===== src/tdm_adapt_pkg.sv =====
// Purpose: Shared constants, types and helpers for the TDM emulation adapter
// Assumes: One 100 MHz clock; 32-bit words on both the emulation and ring sides
// Notes: Ring data unit = header beat, payload beats, CRC trailer beat
//
// Overview of operation
// - Transmit blocks fixed length, fixed spacing
// - Receive blocks delivered fixed length, spacing
// - Sequence checks count lost, duplicated separately
// - Plesiochronous circuits default 512-octet payload
// - All video services default 188-octet payload
// - Voiceband and ISDN default 512-octet payload
// - Structured block fixed, multiple of 32 bits
// - Marker is boundary on first block part
// - Error flag marks dummy fill, else clear
// - Marker use fixed at connection setup
// - Period in seconds, 15 min/24 h defaults
// - Independent lost and duplicate counters per tributary
// - Counters cleared to zero at start-up
// - Counts held in two dedicated registers
// - Quiet period expiry restarts timer, no report
// - Eventful expiry reports counts, restarts timer
// - CRC per unit, periodic CRC count reported; code strobes the report only when a lost or duplicate count is nonzero
package tdm_adapt_pkg;
	localparam int NTRIB = 4; // Tributaries watched on receive
	localparam int TRIB_W = 2;
	localparam int SEQ_W = 8; // Frame sequence number width
	localparam int CNT_W = 16; // Lost and duplicate counter width
	localparam int WORD_W = 32;
	localparam int WORD_OCTETS = 4;
	localparam int FIFO_DEPTH = 16;
	localparam int LEN_PDH = 512; // Octets
	localparam int LEN_VIDEO = 188; // Octets
	localparam int LEN_VOICE = 512; // Octets
	localparam int CLK_PERIOD_NS = 10;
	localparam int SECOND_NS = 1_000_000_000;
	localparam int CYCLES_PER_SEC = SECOND_NS / CLK_PERIOD_NS;
	localparam logic [31:0] PERIOD_15M_S = 32'h0000_0384; // 900 s
	localparam logic [31:0] PERIOD_24H_S = 32'h0001_5180; // 86400 s
	localparam logic [15:0] CRC_POLY = 16'h1021;
	localparam logic [15:0] CRC_INIT = 16'hFFFF;
	localparam int HDR_SEQ_LSB = 0; // Header word field positions
	localparam int HDR_TRIB_LSB = 8;
	localparam int HDR_BOUND_BIT = 10;
	localparam int HDR_DUMMY_BIT = 11;
	localparam logic [CNT_W-1:0] CNT_MAX = 16'hFFFF;
	localparam logic [CNT_W-1:0] CNT_RST = 16'h0000;

	// Service kinds that fix the payload length
	typedef enum logic [2:0] {
		SVC_PDH_SYNC, SVC_PDH_ASYNC, SVC_VID_TV, SVC_VID_HIGH,
		SVC_VID_P64, SVC_VOICE, SVC_ISDN_64, SVC_ISDN_HIGH
	} service_t;

	// One word of a user block from the emulation layer
	typedef struct packed {
		logic bound; // First word of a structured block
		logic [WORD_W-1:0] data;
	} tx_word_t;

	// One beat of the ring aggregate pipe
	typedef struct packed {
		logic sof;
		logic eof;
		logic [WORD_W-1:0] data;
	} mac_beat_t;

	// One delivered word towards the emulation layer
	typedef struct packed {
		logic bound;
		logic error;
		logic last;
		logic [WORD_W-1:0] data;
	} rx_word_t;

	typedef logic [NTRIB-1:0][CNT_W-1:0] cnt_array_t;

	// Payload words per data unit for a service
	function automatic logic [7:0] pdu_words(input service_t svc);
		case (svc)
			SVC_VID_TV, SVC_VID_HIGH, SVC_VID_P64: return 8'(LEN_VIDEO / WORD_OCTETS);
			SVC_VOICE, SVC_ISDN_64, SVC_ISDN_HIGH: return 8'(LEN_VOICE / WORD_OCTETS);
			default: return 8'(LEN_PDH / WORD_OCTETS);
		endcase
	endfunction

	// CRC-16 step over one 32-bit word, MSB first
	function automatic logic [15:0] crc16_word(input logic [15:0] c, input logic [31:0] d);
		logic [15:0] r;
		r = c;
		for (int i = 31; i >= 0; i--) begin
			r = {r[14:0], 1'b0} ^ ((r[15] ^ d[i]) ? CRC_POLY : 16'h0000);
		end
		return r;
	endfunction
endpackage


===== src/tdm_emulation_adapter.sv =====
// Purpose: Adapter between TDM emulation layer and ring aggregate pipe
// Assumes: Same-clock partners; ring pipe keeps beat order within a unit
// Notes: Loss/duplicate counting per tributary with periodic reporting
`timescale 1ns/100ps
`default_nettype none

////////////////////////////////////////////////////////////////////////////////
// Word FIFO with registered flags
module tdm_word_fifo #(
	parameter int W = 33,
	parameter int DEPTH = 16
) (
	input wire logic i_clk,
	input wire logic i_rstn,
	input wire logic i_in_valid,
	input wire logic [W-1:0] i_in_data,
	output logic o_in_ready,
	output logic o_out_valid,
	output logic [W-1:0] o_out_data,
	input wire logic i_out_ready
);
	localparam int AW = $clog2(DEPTH);
	logic [W-1:0] mem [DEPTH]; // Storage flops
	logic [AW-1:0] wr_ptr, rd_ptr, next_wr_ptr, next_rd_ptr;
	logic [AW:0] count, next_count;
	logic push, pop;

	// Pointer and occupancy next values
	always_comb begin
		push = i_in_valid && o_in_ready;
		pop = o_out_valid && i_out_ready;
		next_wr_ptr = push ? wr_ptr + AW'(1) : wr_ptr;
		next_rd_ptr = pop ? rd_ptr + AW'(1) : rd_ptr;
		next_count = count + (AW+1)'(push) - (AW+1)'(pop);
	end

	// Register pointers, flags and written word
	always_ff @(posedge i_clk or negedge i_rstn) begin
		if (!i_rstn) begin
			wr_ptr <= '0;
			rd_ptr <= '0;
			count <= '0;
			o_in_ready <= 1'b0;
			o_out_valid <= 1'b0;
		end else begin
			wr_ptr <= next_wr_ptr;
			rd_ptr <= next_rd_ptr;
			count <= next_count;
			o_in_ready <= (next_count < (AW+1)'(DEPTH)); // Honest full
			o_out_valid <= (next_count != '0); // Honest empty
			if (push) begin
				mem[wr_ptr] <= i_in_data;
			end
		end
	end

	assign o_out_data = mem[rd_ptr];
endmodule

////////////////////////////////////////////////////////////////////////////////
// Top: transmit framer, receive deframer, sequence monitor
module tdm_emulation_adapter import tdm_adapt_pkg::*; #(
	parameter int T_SEC_CYCLES = CYCLES_PER_SEC // Cycles per second
) (
	input wire logic i_clk,
	input wire logic i_rstn,
	input wire logic i_conn_up, // Connection established
	input wire service_t i_service, // Service kind, taken at setup
	input wire logic i_struct_en, // Structure marker use, taken at setup
	input wire logic [TRIB_W-1:0] i_tx_trib, // Own transmit tributary
	input wire logic [31:0] i_period_sec, // Monitoring period, 0 = default
	input wire logic i_period_long, // Default picks 24 h instead of 15 min
	input wire logic i_tx_valid,
	input wire tx_word_t i_tx_word,
	output logic o_tx_ready,
	output logic o_mac_tx_valid,
	output var mac_beat_t o_mac_tx_beat,
	input wire logic i_mac_tx_ready,
	input wire logic i_mac_rx_valid,
	input wire mac_beat_t i_mac_rx_beat,
	output logic o_rx_valid,
	output var rx_word_t o_rx_word,
	output var cnt_array_t o_lost_count, // Live lost counts
	output var cnt_array_t o_dup_count, // Live duplicate counts
	output logic o_report_valid, // One-cycle report strobe
	output var cnt_array_t o_report_lost,
	output var cnt_array_t o_report_dup,
	output logic [CNT_W-1:0] o_report_crc
);
	////////////////////////////////////////////////////////////////////////
	// Connection settings, frozen while the connection runs
	logic conn_q, next_conn_q;
	service_t svc, next_svc;
	logic struct_on, next_struct_on;
	logic [7:0] words; // Payload words per unit

	// Capture settings on the rising edge of connection up
	always_comb begin
		next_conn_q = i_conn_up;
		next_svc = svc;
		next_struct_on = struct_on;
		if (i_conn_up && !conn_q) begin
			next_svc = i_service;
			next_struct_on = i_struct_en;
		end
	end

	always_ff @(posedge i_clk or negedge i_rstn) begin
		if (!i_rstn) begin
			conn_q <= 1'b0;
			svc <= SVC_PDH_SYNC;
			struct_on <= 1'b0;
		end else begin
			conn_q <= next_conn_q;
			svc <= next_svc;
			struct_on <= next_struct_on;
		end
	end

	assign words = pdu_words(svc);

	////////////////////////////////////////////////////////////////////////
	// Transmit FIFO
	tx_word_t fifo_head;
	logic fifo_valid, fifo_pop;

	tdm_word_fifo #(.W($bits(tx_word_t)), .DEPTH(FIFO_DEPTH)) u_tx_fifo (
		.i_clk(i_clk),
		.i_rstn(i_rstn),
		.i_in_valid(i_tx_valid),
		.i_in_data(i_tx_word),
		.o_in_ready(o_tx_ready),
		.o_out_valid(fifo_valid),
		.o_out_data(fifo_head),
		.i_out_ready(fifo_pop)
	);

	////////////////////////////////////////////////////////////////////////
	// Transmit framer
	typedef enum logic [1:0] {TX_IDLE, TX_PAY, TX_CRC} tx_state_t;
	tx_state_t tx_st, next_tx_st;
	logic [7:0] tx_cnt, next_tx_cnt;
	logic [SEQ_W-1:0] tx_seq, next_tx_seq;
	logic [15:0] tx_crc, next_tx_crc;
	logic next_mac_valid;
	mac_beat_t next_mac_beat;
	logic slot_free; // Output beat register may take a new beat

	// Next transmit state and output beat
	always_comb begin
		slot_free = !o_mac_tx_valid || i_mac_tx_ready;
		next_tx_st = tx_st;
		next_tx_cnt = tx_cnt;
		next_tx_seq = tx_seq;
		next_tx_crc = tx_crc;
		next_mac_valid = o_mac_tx_valid && !i_mac_tx_ready;
		next_mac_beat = o_mac_tx_beat;
		fifo_pop = 1'b0;
		case (tx_st)
			TX_IDLE: begin
				if (conn_q && fifo_valid && slot_free) begin
					next_mac_valid = 1'b1;
					next_mac_beat = '{sof: 1'b1, eof: 1'b0, data: '0};
					next_mac_beat.data[HDR_SEQ_LSB +: SEQ_W] = tx_seq;
					next_mac_beat.data[HDR_TRIB_LSB +: TRIB_W] = i_tx_trib;
					next_mac_beat.data[HDR_BOUND_BIT] = struct_on && fifo_head.bound;
					next_tx_cnt = '0;
					next_tx_crc = CRC_INIT;
					next_tx_st = TX_PAY;
				end
			end
			TX_PAY: begin
				if (fifo_valid && slot_free) begin
					fifo_pop = 1'b1;
					next_mac_valid = 1'b1;
					next_mac_beat = '{sof: 1'b0, eof: 1'b0, data: fifo_head.data};
					next_tx_crc = crc16_word(tx_crc, fifo_head.data);
					next_tx_cnt = tx_cnt + 8'h01;
					if (tx_cnt == words - 8'h01) begin
						next_tx_st = TX_CRC; // Fixed block length
					end
				end
			end
			TX_CRC: begin
				if (slot_free) begin
					next_mac_valid = 1'b1;
					next_mac_beat = '{sof: 1'b0, eof: 1'b1, data: {16'h0000, tx_crc}};
					next_tx_seq = tx_seq + SEQ_W'(1);
					next_tx_st = TX_IDLE;
				end
			end
			default: begin
				next_tx_st = TX_IDLE;
			end
		endcase
	end

	always_ff @(posedge i_clk or negedge i_rstn) begin
		if (!i_rstn) begin
			tx_st <= TX_IDLE;
			tx_cnt <= '0;
			tx_seq <= '0;
			tx_crc <= CRC_INIT;
			o_mac_tx_valid <= 1'b0;
			o_mac_tx_beat <= '0;
		end else begin
			tx_st <= next_tx_st;
			tx_cnt <= next_tx_cnt;
			tx_seq <= next_tx_seq;
			tx_crc <= next_tx_crc;
			o_mac_tx_valid <= next_mac_valid;
			o_mac_tx_beat <= next_mac_beat;
		end
	end

	////////////////////////////////////////////////////////////////////////
	// Receive deframer
	typedef enum logic [1:0] {RX_HDR, RX_PAY, RX_TRL} rx_state_t;
	rx_state_t rx_st, next_rx_st;
	logic [7:0] rx_cnt, next_rx_cnt;
	logic [15:0] rx_crc, next_rx_crc;
	logic rx_bound, next_rx_bound, rx_dummy, next_rx_dummy;
	logic next_rx_valid;
	rx_word_t next_rx_word;
	logic seq_evt; // Header accepted this cycle
	logic [TRIB_W-1:0] seq_trib;
	logic [SEQ_W-1:0] seq_num;
	logic crc_evt; // Trailer mismatch this cycle

	// Next receive state and delivered word
	always_comb begin
		next_rx_st = rx_st;
		next_rx_cnt = rx_cnt;
		next_rx_crc = rx_crc;
		next_rx_bound = rx_bound;
		next_rx_dummy = rx_dummy;
		next_rx_valid = 1'b0;
		next_rx_word = o_rx_word;
		seq_evt = 1'b0;
		seq_trib = i_mac_rx_beat.data[HDR_TRIB_LSB +: TRIB_W];
		seq_num = i_mac_rx_beat.data[HDR_SEQ_LSB +: SEQ_W];
		crc_evt = 1'b0;
		case (rx_st)
			RX_HDR: begin
				if (i_mac_rx_valid && i_mac_rx_beat.sof) begin
					seq_evt = 1'b1;
					next_rx_bound = struct_on && i_mac_rx_beat.data[HDR_BOUND_BIT];
					next_rx_dummy = i_mac_rx_beat.data[HDR_DUMMY_BIT];
					next_rx_cnt = '0;
					next_rx_crc = CRC_INIT;
					next_rx_st = RX_PAY;
				end
			end
			RX_PAY: begin
				if (i_mac_rx_valid) begin
					next_rx_valid = 1'b1;
					next_rx_word.data = i_mac_rx_beat.data;
					next_rx_word.bound = rx_bound && (rx_cnt == 8'h00);
					next_rx_word.error = rx_dummy;
					next_rx_word.last = (rx_cnt == words - 8'h01);
					next_rx_crc = crc16_word(rx_crc, i_mac_rx_beat.data);
					next_rx_cnt = rx_cnt + 8'h01;
					if (rx_cnt == words - 8'h01) begin
						next_rx_st = RX_TRL;
					end
				end
			end
			RX_TRL: begin
				if (i_mac_rx_valid) begin
					crc_evt = (i_mac_rx_beat.data[15:0] != rx_crc);
					next_rx_st = RX_HDR;
				end
			end
			default: begin
				next_rx_st = RX_HDR;
			end
		endcase
	end

	always_ff @(posedge i_clk or negedge i_rstn) begin
		if (!i_rstn) begin
			rx_st <= RX_HDR;
			rx_cnt <= '0;
			rx_crc <= CRC_INIT;
			rx_bound <= 1'b0;
			rx_dummy <= 1'b0;
			o_rx_valid <= 1'b0;
			o_rx_word <= '0;
		end else begin
			rx_st <= next_rx_st;
			rx_cnt <= next_rx_cnt;
			rx_crc <= next_rx_crc;
			rx_bound <= next_rx_bound;
			rx_dummy <= next_rx_dummy;
			o_rx_valid <= next_rx_valid;
			o_rx_word <= next_rx_word;
		end
	end

	////////////////////////////////////////////////////////////////////////
	// Monitoring timer
	logic [31:0] pre_cnt, next_pre_cnt, sec_cnt, next_sec_cnt, period;
	logic expire;

	// Seconds prescaler and period counter
	always_comb begin
		period = (i_period_sec != 32'h0) ? i_period_sec :
			(i_period_long ? PERIOD_24H_S : PERIOD_15M_S);
		next_pre_cnt = pre_cnt + 32'h1;
		next_sec_cnt = sec_cnt;
		expire = 1'b0;
		if (pre_cnt >= 32'(T_SEC_CYCLES - 1)) begin
			next_pre_cnt = '0;
			next_sec_cnt = sec_cnt + 32'h1;
			if (sec_cnt + 32'h1 >= period) begin
				expire = 1'b1;
				next_sec_cnt = '0; // Restart
			end
		end
	end

	always_ff @(posedge i_clk or negedge i_rstn) begin
		if (!i_rstn) begin
			pre_cnt <= '0;
			sec_cnt <= '0;
		end else begin
			pre_cnt <= next_pre_cnt;
			sec_cnt <= next_sec_cnt;
		end
	end

	////////////////////////////////////////////////////////////////////////
	// Per-tributary sequence check and counters
	cnt_array_t next_lost, next_dup;
	logic [NTRIB-1:0] any_hit; // Tributary saw loss or duplicate
	logic [CNT_W-1:0] crc_cnt, next_crc_cnt;

	genvar t;
	generate
		for (t = 0; t < NTRIB; t++) begin : g_trib
			logic [SEQ_W-1:0] exp_seq, next_exp_seq;
			logic seen, next_seen;
			logic [SEQ_W-1:0] gap;
			logic [CNT_W:0] lsum;
			logic [CNT_W-1:0] lbase, dbase;

			// Classify the header and update this tributary only
			always_comb begin
				gap = seq_num - exp_seq;
				next_exp_seq = exp_seq;
				next_seen = seen;
				lbase = expire ? CNT_RST : o_lost_count[t];
				dbase = expire ? CNT_RST : o_dup_count[t];
				lsum = {1'b0, lbase};
				next_dup[t] = dbase;
				if (seq_evt && seq_trib == TRIB_W'(t)) begin
					next_seen = 1'b1;
					if (!seen || gap == '0) begin
						next_exp_seq = seq_num + SEQ_W'(1);
					end else if (!gap[SEQ_W-1]) begin
						lsum = {1'b0, lbase} + (CNT_W+1)'(gap);
						next_exp_seq = seq_num + SEQ_W'(1);
					end else if (dbase != CNT_MAX) begin
						next_dup[t] = dbase + CNT_W'(1);
					end
				end
				next_lost[t] = lsum[CNT_W] ? CNT_MAX : lsum[CNT_W-1:0];
			end

			always_ff @(posedge i_clk or negedge i_rstn) begin
				if (!i_rstn) begin
					exp_seq <= '0;
					seen <= 1'b0;
					o_lost_count[t] <= CNT_RST;
					o_dup_count[t] <= CNT_RST;
				end else begin
					exp_seq <= next_exp_seq;
					seen <= next_seen;
					o_lost_count[t] <= next_lost[t];
					o_dup_count[t] <= next_dup[t];
				end
			end

			assign any_hit[t] = (o_lost_count[t] != CNT_RST) || (o_dup_count[t] != CNT_RST);
		end
	endgenerate

	////////////////////////////////////////////////////////////////////////
	// CRC mismatch count and management report
	always_comb begin
		next_crc_cnt = expire ? CNT_RST : crc_cnt;
		if (crc_evt && next_crc_cnt != CNT_MAX) begin
			next_crc_cnt = next_crc_cnt + CNT_W'(1);
		end
	end

	always_ff @(posedge i_clk or negedge i_rstn) begin
		if (!i_rstn) begin
			crc_cnt <= CNT_RST;
			o_report_valid <= 1'b0;
			o_report_lost <= '0;
			o_report_dup <= '0;
			o_report_crc <= CNT_RST;
		end else begin
			crc_cnt <= next_crc_cnt;
			o_report_valid <= expire && (|any_hit);
			if (expire) begin
				o_report_lost <= o_lost_count;
				o_report_dup <= o_dup_count;
				o_report_crc <= crc_cnt;
			end
		end
	end
endmodule

`default_nettype wire


===== config.mk =====
export PLATFORM = sky130hd
export DESIGN_NAME = tdm_emulation_adapter
export DESIGN_NICKNAME = d
export VERILOG_FILES = /design/src/tdm_adapt_pkg.sv /design/src/tdm_emulation_adapter.sv
export SDC_FILE = /design/constraint.sdc
export NUM_CORES = 2
export LEC_CHECK = 0
export BUFFER_PORTS_ARGS = -buffer_cell sky130_fd_sc_hd__buf_2
export CAP_MARGIN = 10
export CORE_UTILIZATION = 39
export CTS_BUF_LIST = sky130_fd_sc_hd__clkbuf_8 sky130_fd_sc_hd__clkbuf_16
export CTS_CLUSTER_DIAMETER = 120
export DETAILED_ROUTE_END_ITERATION = 6
export GPL_TIMING_DRIVEN = 0
export SLEW_MARGIN = 20
export SYNTH_ARGS = -nofsm -noshare
export SYNTH_HDL_FRONTEND = slang
export SYNTH_SLANG_ARGS = --single-unit

===== constraint.sdc =====
create_clock -name i_clk -period 7.86 [get_ports i_clk]
set_input_delay 0.393 -clock i_clk [delete_from_list [all_inputs] [get_ports i_clk]]
set_output_delay 0.393 -clock i_clk [all_outputs]
set_load 0.01 [all_outputs]

==> summary.txt <==
CP Capture Type: flop
EDFF count, synth: 528
DRT Pass-1 Iters: 5
CTS tree: built
vias in the first global route: 33.7k
Port Buffers: 452
pin slew with the least headroom to its limit: 1.07 ns
Final min period: 7.38 ns
highest metal used: met5
FILL cells: 11.4k
gr ovfl total: 0
first-pass GRT wire length: 215000 um
worst reg-to-reg setup slack: 0.48 ns
Largest stage delay, worst path: 0.43 ns
CP most frequent cell: o21ai_0
Metal-1 WL: 61800 um
max-slew violations: 0
final antenna-violating net count: 0
die area: 0.129 mm^2
initial DRC count: 3468
Clk pin slew, worst setup/hold paths: 0.06 ns
register area share after synthesis: 59.4%
Detailed Route WL: 146000 um
Max Fclk: 136 MHz
Cell Pwr Density: 499 mW/mm^2
Logic pwr share: 58.6%
root buf cell: clkbuf_16
final hold vios: 0
Critical Path Slowest Stage Cell: dfrtp_1
Synth Register Bits: 1070
Total GRT Usage: 22.4%
Worst Hold Class: primary input to flop
Placer Congestion: 0.895
Internal Pwr Total: 17.9 mW
row cnt: 130
core area: 0.126 mm^2
Die Span X: 359 um
Crit Path Max Fanout: 10
DR vias/cell: 5.36
Arr. time, crit path: 7.99 ns
synth unique cells: 73
DRC viols: 0
CP Launch Point: sec_cnt[5]$_DFFE_PN0N_
largest net degree at the start of global routing: 93
period utilization: 93.9%
synthesized area: 0.0496 mm^2
MaxCap Viol Count: 0
fin nets: 4985
final setup violation count: 0
met2 wire length: 69900 um
status: complete, no violations
Clock Path Buffers: 3
Main synth FF type: edfxtp_1
I/O Pins: 457
met3 WL: 9030 um
critical setup path kind: flop to flop
DIE HEIGHT: 359 um
unrepaired setup endpoints after global routing: false
HPWL Detailed: 107000 um
post-synthesis cell count: 4053
clock share of power: 17.9%
Final Util: 47.3%
Net Sw Power: 11.8 mW
Avg WL per Cell: 22.5 um
initial antenna violation count: 16
initial core utilization: 39.4%
area growth from synthesis to layout: 20.0%
Mapped Avg Cell Area: 12.2 um^2
htree depth: 3
data required time of the worst path: 8.47 ns
hold_sp: i_tx_word[31]
commonest cells after routing, fill and taps aside: nand2_1 (770), edfxtp_1 (528), dfrtp_1 (508)
Seq pwr share: 23.5%
asr flop ratio synth: 50.7%
Setup TNS: 0 ns
YS warnings: 0
Worst VDD drop: 0.00182 V
Fin Clk Skew: 0.0798 ns
Worst setup SP type: flop
worst skew pair latency: 0.76 ns
total number of vias: 34.8k
Num CTS Buffers: 114
layout cells sized above 1: 20.1%
Slew HR: 27.0%
Sw Share: 39.7%
Leak Pwr: 25.5 nW
Crit Reg-Reg Startpoint: sec_cnt[5]$_DFFE_PN0N_
clk sinks: 1070
most common cell after layout, fill and taps aside: nand2_1
[layout make-up]
cell class | instances | area (um^2) | area share (%)
Clock buffer | 125 | 3000 | 5.05
Clock inverter | 83 | 707 | 1.19
Multi-Input combinational cell | 2649 | 19000 | 31.9
Buffer | 177 | 811 | 1.36
Tap cell | 1650 | 2060 | 3.47
Timing Repair Buffer | 575 | 3890 | 6.54
Sequential cell | 1070 | 29500 | 49.5
Inverter | 158 | 593 | 0.996
Antenna cell | 2 | 5.00 | 0.00841
[power groups by stage]
| stage | Combinational (mW) | Sequential (mW) | Clock (mW) |
|---|---|---|---|
| floorplan | 14.1 | 6.99 | 0 |
| global placement | 17.0 | 7.07 | 0 |
| detailed placement | 17.3 | 7.06 | 0 |
| CTS | 17.4 | 6.95 | 5.42 |
| global route | 18.4 | 7.00 | 5.62 |
| finish | 17.4 | 6.96 | 5.33 |
[stage by stage]
stage / total power [mW] / hold WS (ns) / worst slack [ns] / cell area [um^2] / cells
4_1_cts: 29.8 / 0.00271 / 0.0802 / 59400 / 6483
3_5_place_dp: 24.4 / 0.443 / -1.49 / 55000 / 6214
6_report: 29.7 / 0.0390 / 0.480 / 59500 / 6489
2_1_floorplan: 21.1 / 0.0974 / 0.932 / 49600 / 4057
5_1_grt: 31.0 / 0.0247 / 0.0370 / 59500 / 6488
3_3_place_gp: 24.1 / 0.445 / -10.07 / 53900 / 6159
[cells by family (layout without fill, tap and decap cells)]
kind of cell | count (synthesis) | in the layout | synth area share (%)
simple gates | 1438 | 1438 | 13.1
flops | 1070 | 1070 | 59.4
compound gates | 488 | 488 | 6.17
xor+xnor | 381 | 381 | 7.06
buf+inv | 338 | 1118 | 2.80
mux | 209 | 209 | 8.05
fa+ha+maj | 128 | 128 | 3.37
other cells | 1 | 7 | 0.00756
[critical path: cells and delay by family, from the launching register on]
kind	cells	cell delay, ns
compound gates	12	2.20
xor+xnor	1	0.18
fa+ha+maj	3	0.87
buf+inv	5	1.01
flops	1	0.43
simple gates	13	2.50
[worst paths after layout]
check	end	cells after the start
max in group asynchronous	sec_cnt[0]$_DFFE_PN0N_	5
hold / removal	u_tx_fifo.mem[9][31]$_DFFE_PP_	1
setup / recovery	o_lost_count[29]$_DFF_PN0_	34
min in group asynchronous	o_rx_word[14]$_DFFE_PN0P_	2
setup reg to reg	o_lost_count[29]$_DFF_PN0_	34
hold reg to reg	o_mac_tx_beat[22]$_DFFE_PN0P_	2
[cell usage after synthesis (all sizes together), types with 32 or more instances]
library cell	instances	area [um^2]
mux2i	42	420
dfrtp	510	12800
buf	50	305
nand2	771	2890
nand3	95	475
and2	35	219
and3	40	250
a21oi	119	596
nor4	57	357
inv	158	593
nor2	195	732
edfxtp	528	15900
xor2	127	1130
clkbuf	130	488
or3	32	200
dfstp	32	841
ha	119	1490
xnor2	247	2200
nor3	45	225
nand4	58	363
mux4	150	3380
o21ai	161	806
[sequential cells by signal, summed over array words and instances (netlist names), 32 cells and up]
name            flops
g_trib.exp_seq     32
o_dup_count        64
o_lost_count       64
o_mac_tx_beat      34
o_report_dup       64
o_report_lost      64
o_rx_word          35
pre_cnt            32
sec_cnt            32
u_tx_fifo.mem     528
[metal layers]
| layer | global-route usage (%) | vias up |
|---|---|---|
| li1 | - | 15900 |
| met1 | 29.5 | 17400 |
| met2 | 36.8 | 1166 |
| met3 | 4.04 | 286 |
| met4 | 8.47 | 22 |
| met5 | 0 | - |
[timing repair]
item,CTS,global route
buffers inserted,1,5
hold endpoints to repair,517,0
cloned,0,0
endpoints found under the setup margin,73,61
hold buffers,62,0
resized for setup,27,15
pin swaps,1,5
(Power assumes the default switching activity.)
